$ cat src/design/pca_pkg.sv
// Constants, addresses and decode helpers for the counter array
package pca_pkg;
  localparam int NUM_MODULES = 5;
  localparam int WDOG_MODULE = 4;

  // Register addresses on the special function register port
  localparam logic [7:0] ADDR_IE = 8'hA8;
  localparam logic [7:0] ADDR_CONTROL = 8'hC0;
  localparam logic [7:0] ADDR_MODE_CONFIG = 8'hC1;
  localparam logic [7:0] ADDR_COUNT_LO = 8'hC2;
  localparam logic [7:0] ADDR_COUNT_HI = 8'hC3;
  localparam logic [7:0] ADDR_MODE_BASE = 8'hC8;
  localparam logic [7:0] ADDR_VALUE_LO_BASE = 8'hD0;
  localparam logic [7:0] ADDR_VALUE_HI_BASE = 8'hD8;

  // Control register fields
  localparam int CTRL_FLAG_BIT = 7;
  localparam int CTRL_RUN_BIT = 6;
  // Mode configuration fields
  localparam int CFG_IDLE_BIT = 7;
  localparam int CFG_WDOG_BIT = 6;
  localparam int CFG_SRC_HI_BIT = 2;
  localparam int CFG_SRC_LO_BIT = 1;
  localparam int CFG_OVF_IRQ_BIT = 0;
  localparam int IE_COUNTER_ARRAY_BIT = 6;
  // Module mode fields
  localparam int MODE_IRQ_BIT = 0;
  localparam int MODE_PWM_BIT = 1;
  localparam int MODE_TOG_BIT = 2;
  localparam int MODE_MAT_BIT = 3;
  localparam int MODE_FALL_BIT = 4;
  localparam int MODE_RISE_BIT = 5;
  localparam int MODE_COMP_BIT = 6;

  localparam logic [7:0] CFG_WRITE_MASK = 8'hC7;
  localparam logic [7:0] MODE_WRITE_MASK = 8'h7F;

  // Count sources
  localparam logic [1:0] SRC_OSC_SLOW = 2'h0;
  localparam logic [1:0] SRC_OSC_FAST = 2'h1;
  localparam logic [1:0] SRC_TIMER0 = 2'h2;
  localparam logic [1:0] SRC_EXTERNAL = 2'h3;
  localparam logic [3:0] DIV_SLOW_X6 = 4'h6;
  localparam logic [3:0] DIV_SLOW_X12 = 4'hC;
  localparam logic [3:0] DIV_FAST_X6 = 4'h2;
  localparam logic [3:0] DIV_FAST_X12 = 4'h4;
  localparam logic [3:0] DIV_ONE = 4'h1;
  localparam logic [3:0] DIV_ZERO = 4'h0;

  localparam logic [7:0] BYTE_ZERO = 8'h00;
  localparam logic [15:0] WORD_ZERO = 16'h0000;
  localparam logic [15:0] WORD_ONES = 16'hFFFF;
  localparam logic [15:0] WORD_ONE = 16'h0001;
  localparam logic PIN_IDLE = 1'b1;

  function automatic logic [7:0] chan_offset(input logic [7:0] addr,
                                             input logic [7:0] base);
    chan_offset = addr - base;
  endfunction

  // True when addr falls in the per-module block starting at base
  function automatic logic chan_hit(input logic [7:0] addr,
                                    input logic [7:0] base);
    logic [7:0] off;
    off = chan_offset(addr, base);
    chan_hit = (off < 8'(NUM_MODULES));
  endfunction
endpackage

$ cat src/design/pca_channel.sv
// One capture/compare module: value register, capture, match, toggle, PWM
`timescale 1ns/1ps
`default_nettype none
module pca_channel (
  input wire logic ref_clk_i,
  input wire logic rst_n_i,
  input wire logic [7:0] mode_i,
  input wire logic [15:0] counter_i,
  input wire logic count_step_i,
  input wire logic pin_i,
  input wire logic wr_lo_i,
  input wire logic wr_hi_i,
  input wire logic [7:0] wdata_i,
  output logic [15:0] value_o,
  output logic event_o,
  output logic pin_o,
  output logic pin_oe_o
);
  logic pin_prev;
  logic [15:0] next_value;
  logic rise;
  logic fall;
  logic capture;
  logic match_hit;
  logic toggle_hit;
  logic low_wrap;
  logic pwm_active;
  logic pwm_level;
  logic next_pin;

  assign rise = pin_i & ~pin_prev;
  assign fall = ~pin_i & pin_prev;
  assign capture = (rise & mode_i[pca_pkg::MODE_RISE_BIT]) |
                   (fall & mode_i[pca_pkg::MODE_FALL_BIT]);
  // match only when counter just stepped
  assign match_hit = count_step_i & mode_i[pca_pkg::MODE_COMP_BIT] &
                     (counter_i == value_o);
  assign toggle_hit = match_hit & mode_i[pca_pkg::MODE_TOG_BIT];
  assign low_wrap = count_step_i & (counter_i[7:0] == pca_pkg::BYTE_ZERO);
  assign pwm_active = mode_i[pca_pkg::MODE_PWM_BIT] &
                      mode_i[pca_pkg::MODE_COMP_BIT];
  assign pwm_level = (counter_i[7:0] >= value_o[7:0]);
  assign event_o = capture | (match_hit & mode_i[pca_pkg::MODE_MAT_BIT]);

  // capture, reload; hardware wins over software
  always_comb begin
    next_value = value_o;
    if (wr_lo_i) next_value[7:0] = wdata_i;
    if (wr_hi_i) next_value[15:8] = wdata_i;
    if (pwm_active && low_wrap) next_value[7:0] = value_o[15:8];
    if (capture) next_value = counter_i;
  end

  assign next_pin = pwm_active ? pwm_level :
                    toggle_hit ? ~pin_o : pin_o;

  always_ff @(posedge ref_clk_i or negedge rst_n_i) begin
    if (!rst_n_i) begin
      value_o <= pca_pkg::WORD_ZERO;
      pin_prev <= pca_pkg::PIN_IDLE;
      pin_o <= pca_pkg::PIN_IDLE;
      pin_oe_o <= 1'b0;
    end else begin
      value_o <= next_value;
      pin_prev <= pin_i;
      pin_o <= next_pin;
      pin_oe_o <= pwm_active | (mode_i[pca_pkg::MODE_TOG_BIT] &
                                mode_i[pca_pkg::MODE_COMP_BIT]);
    end
  end
endmodule
`default_nettype wire

$ cat src/design/pca_tick_gen.sv
// Count source selection and prescaler for the shared counter
`timescale 1ns/1ps
`default_nettype none
module pca_tick_gen (
  input wire logic ref_clk_i,
  input wire logic rst_n_i,
  input wire logic [1:0] source_sel_i,
  input wire logic six_clock_mode_i,
  input wire logic timer0_overflow_i,
  input wire logic external_count_input_i,
  output logic tick_o
);
  logic [3:0] prescale;
  logic ext_prev;
  logic [3:0] divide;
  logic prescale_done;
  logic ext_fall;
  logic next_tick;

  assign divide = (source_sel_i == pca_pkg::SRC_OSC_SLOW) ?
                  (six_clock_mode_i ? pca_pkg::DIV_SLOW_X6 :
                                      pca_pkg::DIV_SLOW_X12) :
                  (six_clock_mode_i ? pca_pkg::DIV_FAST_X6 :
                                      pca_pkg::DIV_FAST_X12);
  assign prescale_done = (prescale >= divide - pca_pkg::DIV_ONE);
  // External input counted on its falling edge
  assign ext_fall = ext_prev & ~external_count_input_i;

  always_comb begin
    unique case (source_sel_i)
      pca_pkg::SRC_OSC_SLOW, pca_pkg::SRC_OSC_FAST: next_tick = prescale_done;
      pca_pkg::SRC_TIMER0: next_tick = timer0_overflow_i;
      pca_pkg::SRC_EXTERNAL: next_tick = ext_fall;
    endcase
  end

  always_ff @(posedge ref_clk_i or negedge rst_n_i) begin
    if (!rst_n_i) begin
      prescale <= pca_pkg::DIV_ZERO;
      ext_prev <= 1'b0;
      tick_o <= 1'b0;
    end else begin
      prescale <= prescale_done ? pca_pkg::DIV_ZERO :
                  prescale + pca_pkg::DIV_ONE;
      ext_prev <= external_count_input_i;
      tick_o <= next_tick;
    end
  end
endmodule
`default_nettype wire

$ cat src/design/programmable_counter_array.sv
// Programmable counter array: shared counter, five modules, register port
`timescale 1ns/1ps
`default_nettype none
module programmable_counter_array (
  input wire logic ref_clk_i,
  input wire logic rst_n_i,
  input wire logic [7:0] sfr_addr_i,
  input wire logic sfr_wr_i,
  input wire logic sfr_rd_i,
  input wire logic [7:0] sfr_wdata_i,
  output logic [7:0] sfr_rdata_o,
  input wire logic idle_i,
  input wire logic six_clock_mode_i,
  input wire logic timer0_overflow_i,
  input wire logic external_count_input_i,
  input wire logic [4:0] module_pin_i,
  output logic [4:0] module_pin_o,
  output logic [4:0] module_pin_oe_o,
  output logic irq_o,
  output logic internal_reset_o
);
  localparam int N = pca_pkg::NUM_MODULES;

  // Software-visible state
  logic [7:0] interrupt_enable;
  logic [7:0] counter_mode_config;
  logic counter_overflow_flag;
  logic counter_run;
  logic [N-1:0] module_event_flag;
  logic [7:0] module_mode_select [N];
  logic [15:0] counter;
  logic count_step;

  // Decode
  logic wr_ie;
  logic wr_control;
  logic wr_config;
  logic wr_count_lo;
  logic wr_count_hi;
  logic wr_count_any;
  logic mode_hit;
  logic lo_hit;
  logic hi_hit;
  logic [7:0] mode_idx;
  logic [7:0] lo_idx;
  logic [7:0] hi_idx;
  logic [N-1:0] wr_mode;
  logic [N-1:0] wr_lo;
  logic [N-1:0] wr_hi;

  // Behaviour
  logic tick;
  logic running;
  logic overflow;
  logic [15:0] next_counter;
  logic [N-1:0] module_event;
  logic [N-1:0] module_irq_enable;
  logic [15:0] module_value [N];
  logic next_overflow_flag;
  logic [N-1:0] next_event_flag;
  logic irq_request;
  logic watchdog_hit;
  logic [7:0] wdog_mode;
  logic [7:0] next_rdata;
  logic [7:0] control_byte;

  assign wr_ie = sfr_wr_i && (sfr_addr_i == pca_pkg::ADDR_IE);
  assign wr_control = sfr_wr_i && (sfr_addr_i == pca_pkg::ADDR_CONTROL);
  assign wr_config = sfr_wr_i && (sfr_addr_i == pca_pkg::ADDR_MODE_CONFIG);
  assign wr_count_lo = sfr_wr_i && (sfr_addr_i == pca_pkg::ADDR_COUNT_LO);
  assign wr_count_hi = sfr_wr_i && (sfr_addr_i == pca_pkg::ADDR_COUNT_HI);
  assign wr_count_any = wr_count_lo | wr_count_hi;
  assign mode_hit = pca_pkg::chan_hit(sfr_addr_i, pca_pkg::ADDR_MODE_BASE);
  assign lo_hit = pca_pkg::chan_hit(sfr_addr_i, pca_pkg::ADDR_VALUE_LO_BASE);
  assign hi_hit = pca_pkg::chan_hit(sfr_addr_i, pca_pkg::ADDR_VALUE_HI_BASE);
  assign mode_idx = pca_pkg::chan_offset(sfr_addr_i, pca_pkg::ADDR_MODE_BASE);
  assign lo_idx = pca_pkg::chan_offset(sfr_addr_i,
                                       pca_pkg::ADDR_VALUE_LO_BASE);
  assign hi_idx = pca_pkg::chan_offset(sfr_addr_i,
                                       pca_pkg::ADDR_VALUE_HI_BASE);

  pca_tick_gen u_tick (
    .ref_clk_i(ref_clk_i),
    .rst_n_i(rst_n_i),
    .source_sel_i(counter_mode_config[pca_pkg::CFG_SRC_HI_BIT:
                                      pca_pkg::CFG_SRC_LO_BIT]),
    .six_clock_mode_i(six_clock_mode_i),
    .timer0_overflow_i(timer0_overflow_i),
    .external_count_input_i(external_count_input_i),
    .tick_o(tick)
  );

  assign running = counter_run &&
    !(counter_mode_config[pca_pkg::CFG_IDLE_BIT] && idle_i);
  assign overflow = tick && running && !wr_count_any &&
                    (counter == pca_pkg::WORD_ONES);

  // step; software writes win over the tick
  always_comb begin
    next_counter = counter;
    if (wr_count_any) begin
      if (wr_count_lo) next_counter[7:0] = sfr_wdata_i;
      if (wr_count_hi) next_counter[15:8] = sfr_wdata_i;
    end else if (tick && running) begin
      next_counter = counter + pca_pkg::WORD_ONE;
    end
  end

  // five modules on one time base
  genvar g;
  generate
    for (g = 0; g < N; g++) begin : g_mod
      assign wr_mode[g] = sfr_wr_i && mode_hit && (mode_idx == 8'(g));
      assign wr_lo[g] = sfr_wr_i && lo_hit && (lo_idx == 8'(g));
      assign wr_hi[g] = sfr_wr_i && hi_hit && (hi_idx == 8'(g));
      assign module_irq_enable[g] =
        module_mode_select[g][pca_pkg::MODE_IRQ_BIT];

      always_ff @(posedge ref_clk_i or negedge rst_n_i) begin
        if (!rst_n_i) begin
          module_mode_select[g] <= pca_pkg::BYTE_ZERO;
        end else if (wr_mode[g]) begin
          module_mode_select[g] <= sfr_wdata_i & pca_pkg::MODE_WRITE_MASK;
        end
      end

      pca_channel u_chan (
        .ref_clk_i(ref_clk_i),
        .rst_n_i(rst_n_i),
        .mode_i(module_mode_select[g]),
        .counter_i(counter),
        .count_step_i(count_step),
        .pin_i(module_pin_i[g]),
        .wr_lo_i(wr_lo[g]),
        .wr_hi_i(wr_hi[g]),
        .wdata_i(sfr_wdata_i),
        .value_o(module_value[g]),
        .event_o(module_event[g]),
        .pin_o(module_pin_o[g]),
        .pin_oe_o(module_pin_oe_o[g])
      );
    end
  endgenerate

  // flag set by overflow, cleared only by a write; set wins
  assign next_overflow_flag = overflow ? 1'b1 :
    (wr_control ? sfr_wdata_i[pca_pkg::CTRL_FLAG_BIT] : counter_overflow_flag);
  // per-module sticky flags, set wins over clear
  assign next_event_flag = module_event |
    (wr_control ? sfr_wdata_i[N-1:0] : module_event_flag);

  // per-module enables, overflow enable, array enable
  assign irq_request = interrupt_enable[pca_pkg::IE_COUNTER_ARRAY_BIT] &&
    ((counter_overflow_flag &&
      counter_mode_config[pca_pkg::CFG_OVF_IRQ_BIT]) ||
     |(module_event_flag & module_irq_enable));

  // watchdog only on module 4 compare match
  // A capture on module 4 must not reset, so the match is rebuilt here
  assign wdog_mode = module_mode_select[pca_pkg::WDOG_MODULE];
  assign watchdog_hit = counter_mode_config[pca_pkg::CFG_WDOG_BIT] &&
                        count_step && wdog_mode[pca_pkg::MODE_COMP_BIT] &&
                        wdog_mode[pca_pkg::MODE_MAT_BIT] &&
                        (counter == module_value[pca_pkg::WDOG_MODULE]);

  assign control_byte = {counter_overflow_flag, counter_run, 1'b0,
                         module_event_flag};

  // Unmapped addresses read as zero
  always_comb begin
    next_rdata = pca_pkg::BYTE_ZERO;
    if (sfr_addr_i == pca_pkg::ADDR_IE) next_rdata = interrupt_enable;
    else if (sfr_addr_i == pca_pkg::ADDR_CONTROL) next_rdata = control_byte;
    else if (sfr_addr_i == pca_pkg::ADDR_MODE_CONFIG)
      next_rdata = counter_mode_config;
    else if (sfr_addr_i == pca_pkg::ADDR_COUNT_LO) next_rdata = counter[7:0];
    else if (sfr_addr_i == pca_pkg::ADDR_COUNT_HI) next_rdata = counter[15:8];
    else if (mode_hit) next_rdata = module_mode_select[mode_idx[2:0]];
    else if (lo_hit) next_rdata = module_value[lo_idx[2:0]][7:0];
    else if (hi_hit) next_rdata = module_value[hi_idx[2:0]][15:8];
  end

  always_ff @(posedge ref_clk_i or negedge rst_n_i) begin
    if (!rst_n_i) begin
      interrupt_enable <= pca_pkg::BYTE_ZERO;
      counter_mode_config <= pca_pkg::BYTE_ZERO;
      counter_run <= 1'b0;
    end else begin
      if (wr_ie) interrupt_enable <= sfr_wdata_i;
      if (wr_config)
        counter_mode_config <= sfr_wdata_i & pca_pkg::CFG_WRITE_MASK;
      if (wr_control) counter_run <= sfr_wdata_i[pca_pkg::CTRL_RUN_BIT];
    end
  end

  always_ff @(posedge ref_clk_i or negedge rst_n_i) begin
    if (!rst_n_i) begin
      counter <= pca_pkg::WORD_ZERO;
      count_step <= 1'b0;
      counter_overflow_flag <= 1'b0;
      module_event_flag <= '0;
    end else begin
      counter <= next_counter;
      count_step <= tick && running && !wr_count_any;
      counter_overflow_flag <= next_overflow_flag;
      module_event_flag <= next_event_flag;
    end
  end

  // Outputs registered; reads return data one cycle after the strobe
  always_ff @(posedge ref_clk_i or negedge rst_n_i) begin
    if (!rst_n_i) begin
      sfr_rdata_o <= pca_pkg::BYTE_ZERO;
      irq_o <= 1'b0;
      internal_reset_o <= 1'b0;
    end else begin
      sfr_rdata_o <= sfr_rd_i ? next_rdata : pca_pkg::BYTE_ZERO;
      irq_o <= irq_request;
      internal_reset_o <= watchdog_hit;
    end
  end
endmodule
`default_nettype wire

$ cat config.mk
export PLATFORM = sky130hd
export DESIGN_NAME = programmable_counter_array
export DESIGN_NICKNAME = d
export VERILOG_FILES = /design/src/design/pca_pkg.sv /design/src/design/pca_channel.sv /design/src/design/pca_tick_gen.sv /design/src/design/programmable_counter_array.sv
export SDC_FILE = /design/constraint.sdc
export NUM_CORES = 1
export LEC_CHECK = 0
export BUFFER_PORTS_ARGS = -buffer_cell sky130_fd_sc_hd__clkbuf_2
export CORE_MARGIN = 3
export CORE_UTILIZATION = 63
export DETAILED_ROUTE_END_ITERATION = 16
export PLACE_DENSITY = 0.8
export REMOVE_ABC_BUFFERS = 1
export SKIP_CTS_REPAIR_TIMING = 1
export SKIP_LAST_GASP = 1
export SLEW_MARGIN = 20
export SYNTH_ARGS = -nofsm -noshare
export SYNTH_HDL_FRONTEND = slang
export SYNTH_SLANG_ARGS = --single-unit
$ cat constraint.sdc
create_clock -name ref_clk_i -period 3.1 [get_ports ref_clk_i]
set_input_delay 0.155 -clock ref_clk_i [delete_from_list [all_inputs] [get_ports ref_clk_i]]
set_output_delay 0.155 -clock ref_clk_i [all_outputs]
set_load 0.03 [all_outputs]
==> run metrics <==
Post-DP HPWL 27.3 mm; clock-pin slew on the worst setup and hold paths 0.07 ns; vias in the first global route 9980; initial antenna violation count 0; setup tns final 0 ns; max-cap viol count 0; status finished clean; Worst IR Drop VDD 0.402 mV; sequential area share after synthesis 37.0%; wire length of the first global-routing pass 60.2 mm; asr flop ratio synth 100%; CTS tree yes; Lkg Pwr 6.30 nW; Max Transition Viols Final 0; Synth Flop Type dfrtp_1; commonest non-fill, non-tap cells in the layout dfrtp_1 (173), mux2i_1 (119), nand2_1 (109); Crit path arrival time 2.85 ns; Root Driver clkbuf_16; initial drt markers 1470; crit path cell chain nor4b_2 > and4b_1 > buf_4 > nand3_4 > mux2i_1 > o21ai_0 > mux2_2; Avg Cell Area, Syn 9.86 sq um; Core Region 19000 sq um; largest family of logic cells by synthesized area multiplexers; WS Path Type reg -> reg; Die Height 146 microns; DR vias 10500; critical-path cell with the highest stage delay dfrtp_1; DRT antenna net count 0; slowest stage delay, CP 0.55 ns; ANT cells 0; TritonRoute pass-1 iters 8; final worst-path cycle share 81.2%; Max Clock Skew 0.00846 ns; Synth top area share 34.9%; final hold viol count 0; P&R area growth vs syn 9.00%; max_slew headroom 45.3%; I/O Buffers 48; multiplexer area fraction after synthesis 20.0%; Cell Rows 50; CP required 3.43 ns; Clk Latency, worst-skew pair 0.44 ns; final setup violation count 0; Crit. End Element flop; WP buf/inv 1; top cells by area, synth dfrtp_1 (35%), mux2i_1 (9.6%), mux2_2 (6.3%), ha_1 (4.8%), mux2_4 (3.4%); Post-route DRC 0; Num CTS Buffers 17; # placed instances 1509; die area 21400 sq um; Synth cell types 87; final wirelength 39.2 mm; DR vias/cell 6.79; Synth Area in Simple Gates 13.3%; #FFs+latches synth 183; commonest non-fill, non-tap cell in the layout dfrtp_1; Congestion Overflow GR 0; RSZ-0062 raised after global routing no; xor/xnor share of the synthesized area 3.39%; dominant delay contributor by cell family on the critical path simple AND/OR/NAND/NOR gates; fin crit period 2.52 ns; clk sinks 183; number of synthesized flops with an enable pin 0; Fill cells 1415; Power Dens Cells 531 nW/um^2; Max Buffers Root-to-Sink 2; worst hold path type in -> reg; H-tree levels 4; crit-path max FO 9; largest net degree at the start of global routing 77; post-layout util 71.1%; post-synthesis adder-cell area fraction 4.84%; Yosys Warn Count 0; hold slack 0.0578 ns; Cell Count, Final, Fillers Out 1549; I/O pins 49; Synth Area in Compound Gates 15.4%; area of the multi-input gates 7070 sq um; synthesized area 12400 sq um; Yosys top cell by area dfrtp_1; Slew @ Worst Pin 0.820 ns; share of post-route cells with drive strength above 1 22.0%; Total GRT Usage 36.6%; Critical Path Source Type flop; Register Area 4590 sq um; f_max 0.397 GHz; final weighted congestion in routability-driven placement 1.08; die extent in x 146 microns; Nets 1353; average wire per standard cell 25.3 microns; cells after synthesis 1258; Initial Util 65.2%
[worst register-to-register path, delay by kind of cell (launching register included)]
family | cells | cell delay, ns
flip-flops | 1 | 0.55
AO/OA/AOI/OAI | 1 | 0.12
AND/OR/NAND/NOR | 3 | 0.90
buffers and inverters | 1 | 0.25
multiplexers | 2 | 0.58
[logic make-up after synthesis]
group,count (synthesis)
AOI/OAI and AO/OA,302
and+or+nand+nor,302
muxes,220
DFF,183
buffers and inverters,155
xor gates and xnor gates,48
adders and majority gates,48
[state kept, by name, indices dropped and copies added, names as in the netlist, 4 cells and up]
name	count
module_mode_select	24
counter_mode_config	5
g_mod.u_chan.pin_o	5
wdog_mode	7
interrupt_enable	8
g_mod.u_chan.pin_prev	5
g_mod.u_chan.pin_oe_o	5
sfr_rdata_o	8
g_mod.u_chan.value_o	80
u_tick.prescale	4
module_event_flag	5
counter	16
module_irq_enable	4
[per-layer routing]
metal | vias up | wire length, microns | track usage (%) | part of all wire [%]
met4 | 0 | 1870 | 15.7 | 4.8
met3 | 161 | 4600 | 10.2 | 12
met2 | 735 | 17100 | 54.4 | 44
met5 | - | 0 | 0 | 0
li1 | 4567 | - | - | -
met1 | 5061 | 15700 | 50.4 | 40
[Yosys cell counts, types with 8 or more instances]
master	instances
a21o_1	9
a21oi_1	63
a31oi_1	24
and3_1	9
buf_2	21
buf_4	16
buf_6	12
clkbuf_1	53
dfrtp_1	173
dfstp_2	10
ha_1	48
inv_1	49
mux2_2	69
mux2_4	28
mux2i_1	119
nand2_1	109
nand2b_1	8
nand3_1	12
nand4_1	20
nor2_1	65
nor2b_1	11
nor3_1	12
o21a_1	12
o21ai_0	84
o21ai_1	17
o22a_1	8
o22ai_1	19
xnor2_1	22
xor2_1	26
[metrics by stage]
stage / setup slack, ns / cell area, sq um / total power, mW
final: 0.584 / 13500 / 7.17
after global routing: 0.498 / 13500 / 7.48
after CTS: 0.656 / 13400 / 7.11
after detailed placement: 0.712 / 12800 / 4.75
after global placement: 0.721 / 12800 / 4.69
after floorplan: 0.712 / 11800 / 4.01
[where the power goes]
| part | switching (mW) | internal (mW) |
|---|---|---|
| registers | 0.410 | 2.69 |
| logic | 0.967 | 0.731 |
| clock network | 1.01 | 1.37 |
[final cells by class]
| class | instances | share of cell area [%] |
|---|---|---|
| Inverter | 50 | 1.39 |
| Clock inverter | 13 | 1.44 |
| Clock buffer | 19 | 3.20 |
| Timing Repair Buffer | 104 | 5.28 |
| Sequential cell | 183 | 34.0 |
| Multi-Input combinational cell | 920 | 52.3 |
| Tap cell | 260 | 2.41 |
[final timing paths]
path | start | to | slack, ns | cells past startpoint
max | counter[3]$_DFFE_PN0P_ | g_mod[2].u_chan.value_o[5]$_DFFE_PN0P_ | 0.58 | 7
min | sfr_rd_i | sfr_rdata_o[4]$_DFF_PN0_ | 0.06 | 3
max reg2reg | counter[3]$_DFFE_PN0P_ | g_mod[2].u_chan.value_o[5]$_DFFE_PN0P_ | 0.58 | 7
min reg2reg | u_tick.prescale[0]$_DFF_PN0_ | u_tick.prescale[0]$_DFF_PN0_ | 0.49 | 1
max in group asynchronous | rst_n_i | g_mod[4].u_chan.pin_o$_DFFE_PN1P_ | 1.85 | 3
min in group asynchronous | rst_n_i | u_tick.prescale[3]$_DFF_PN0_ | 0.29 | 2
Power figures use the tool's default switching activity.
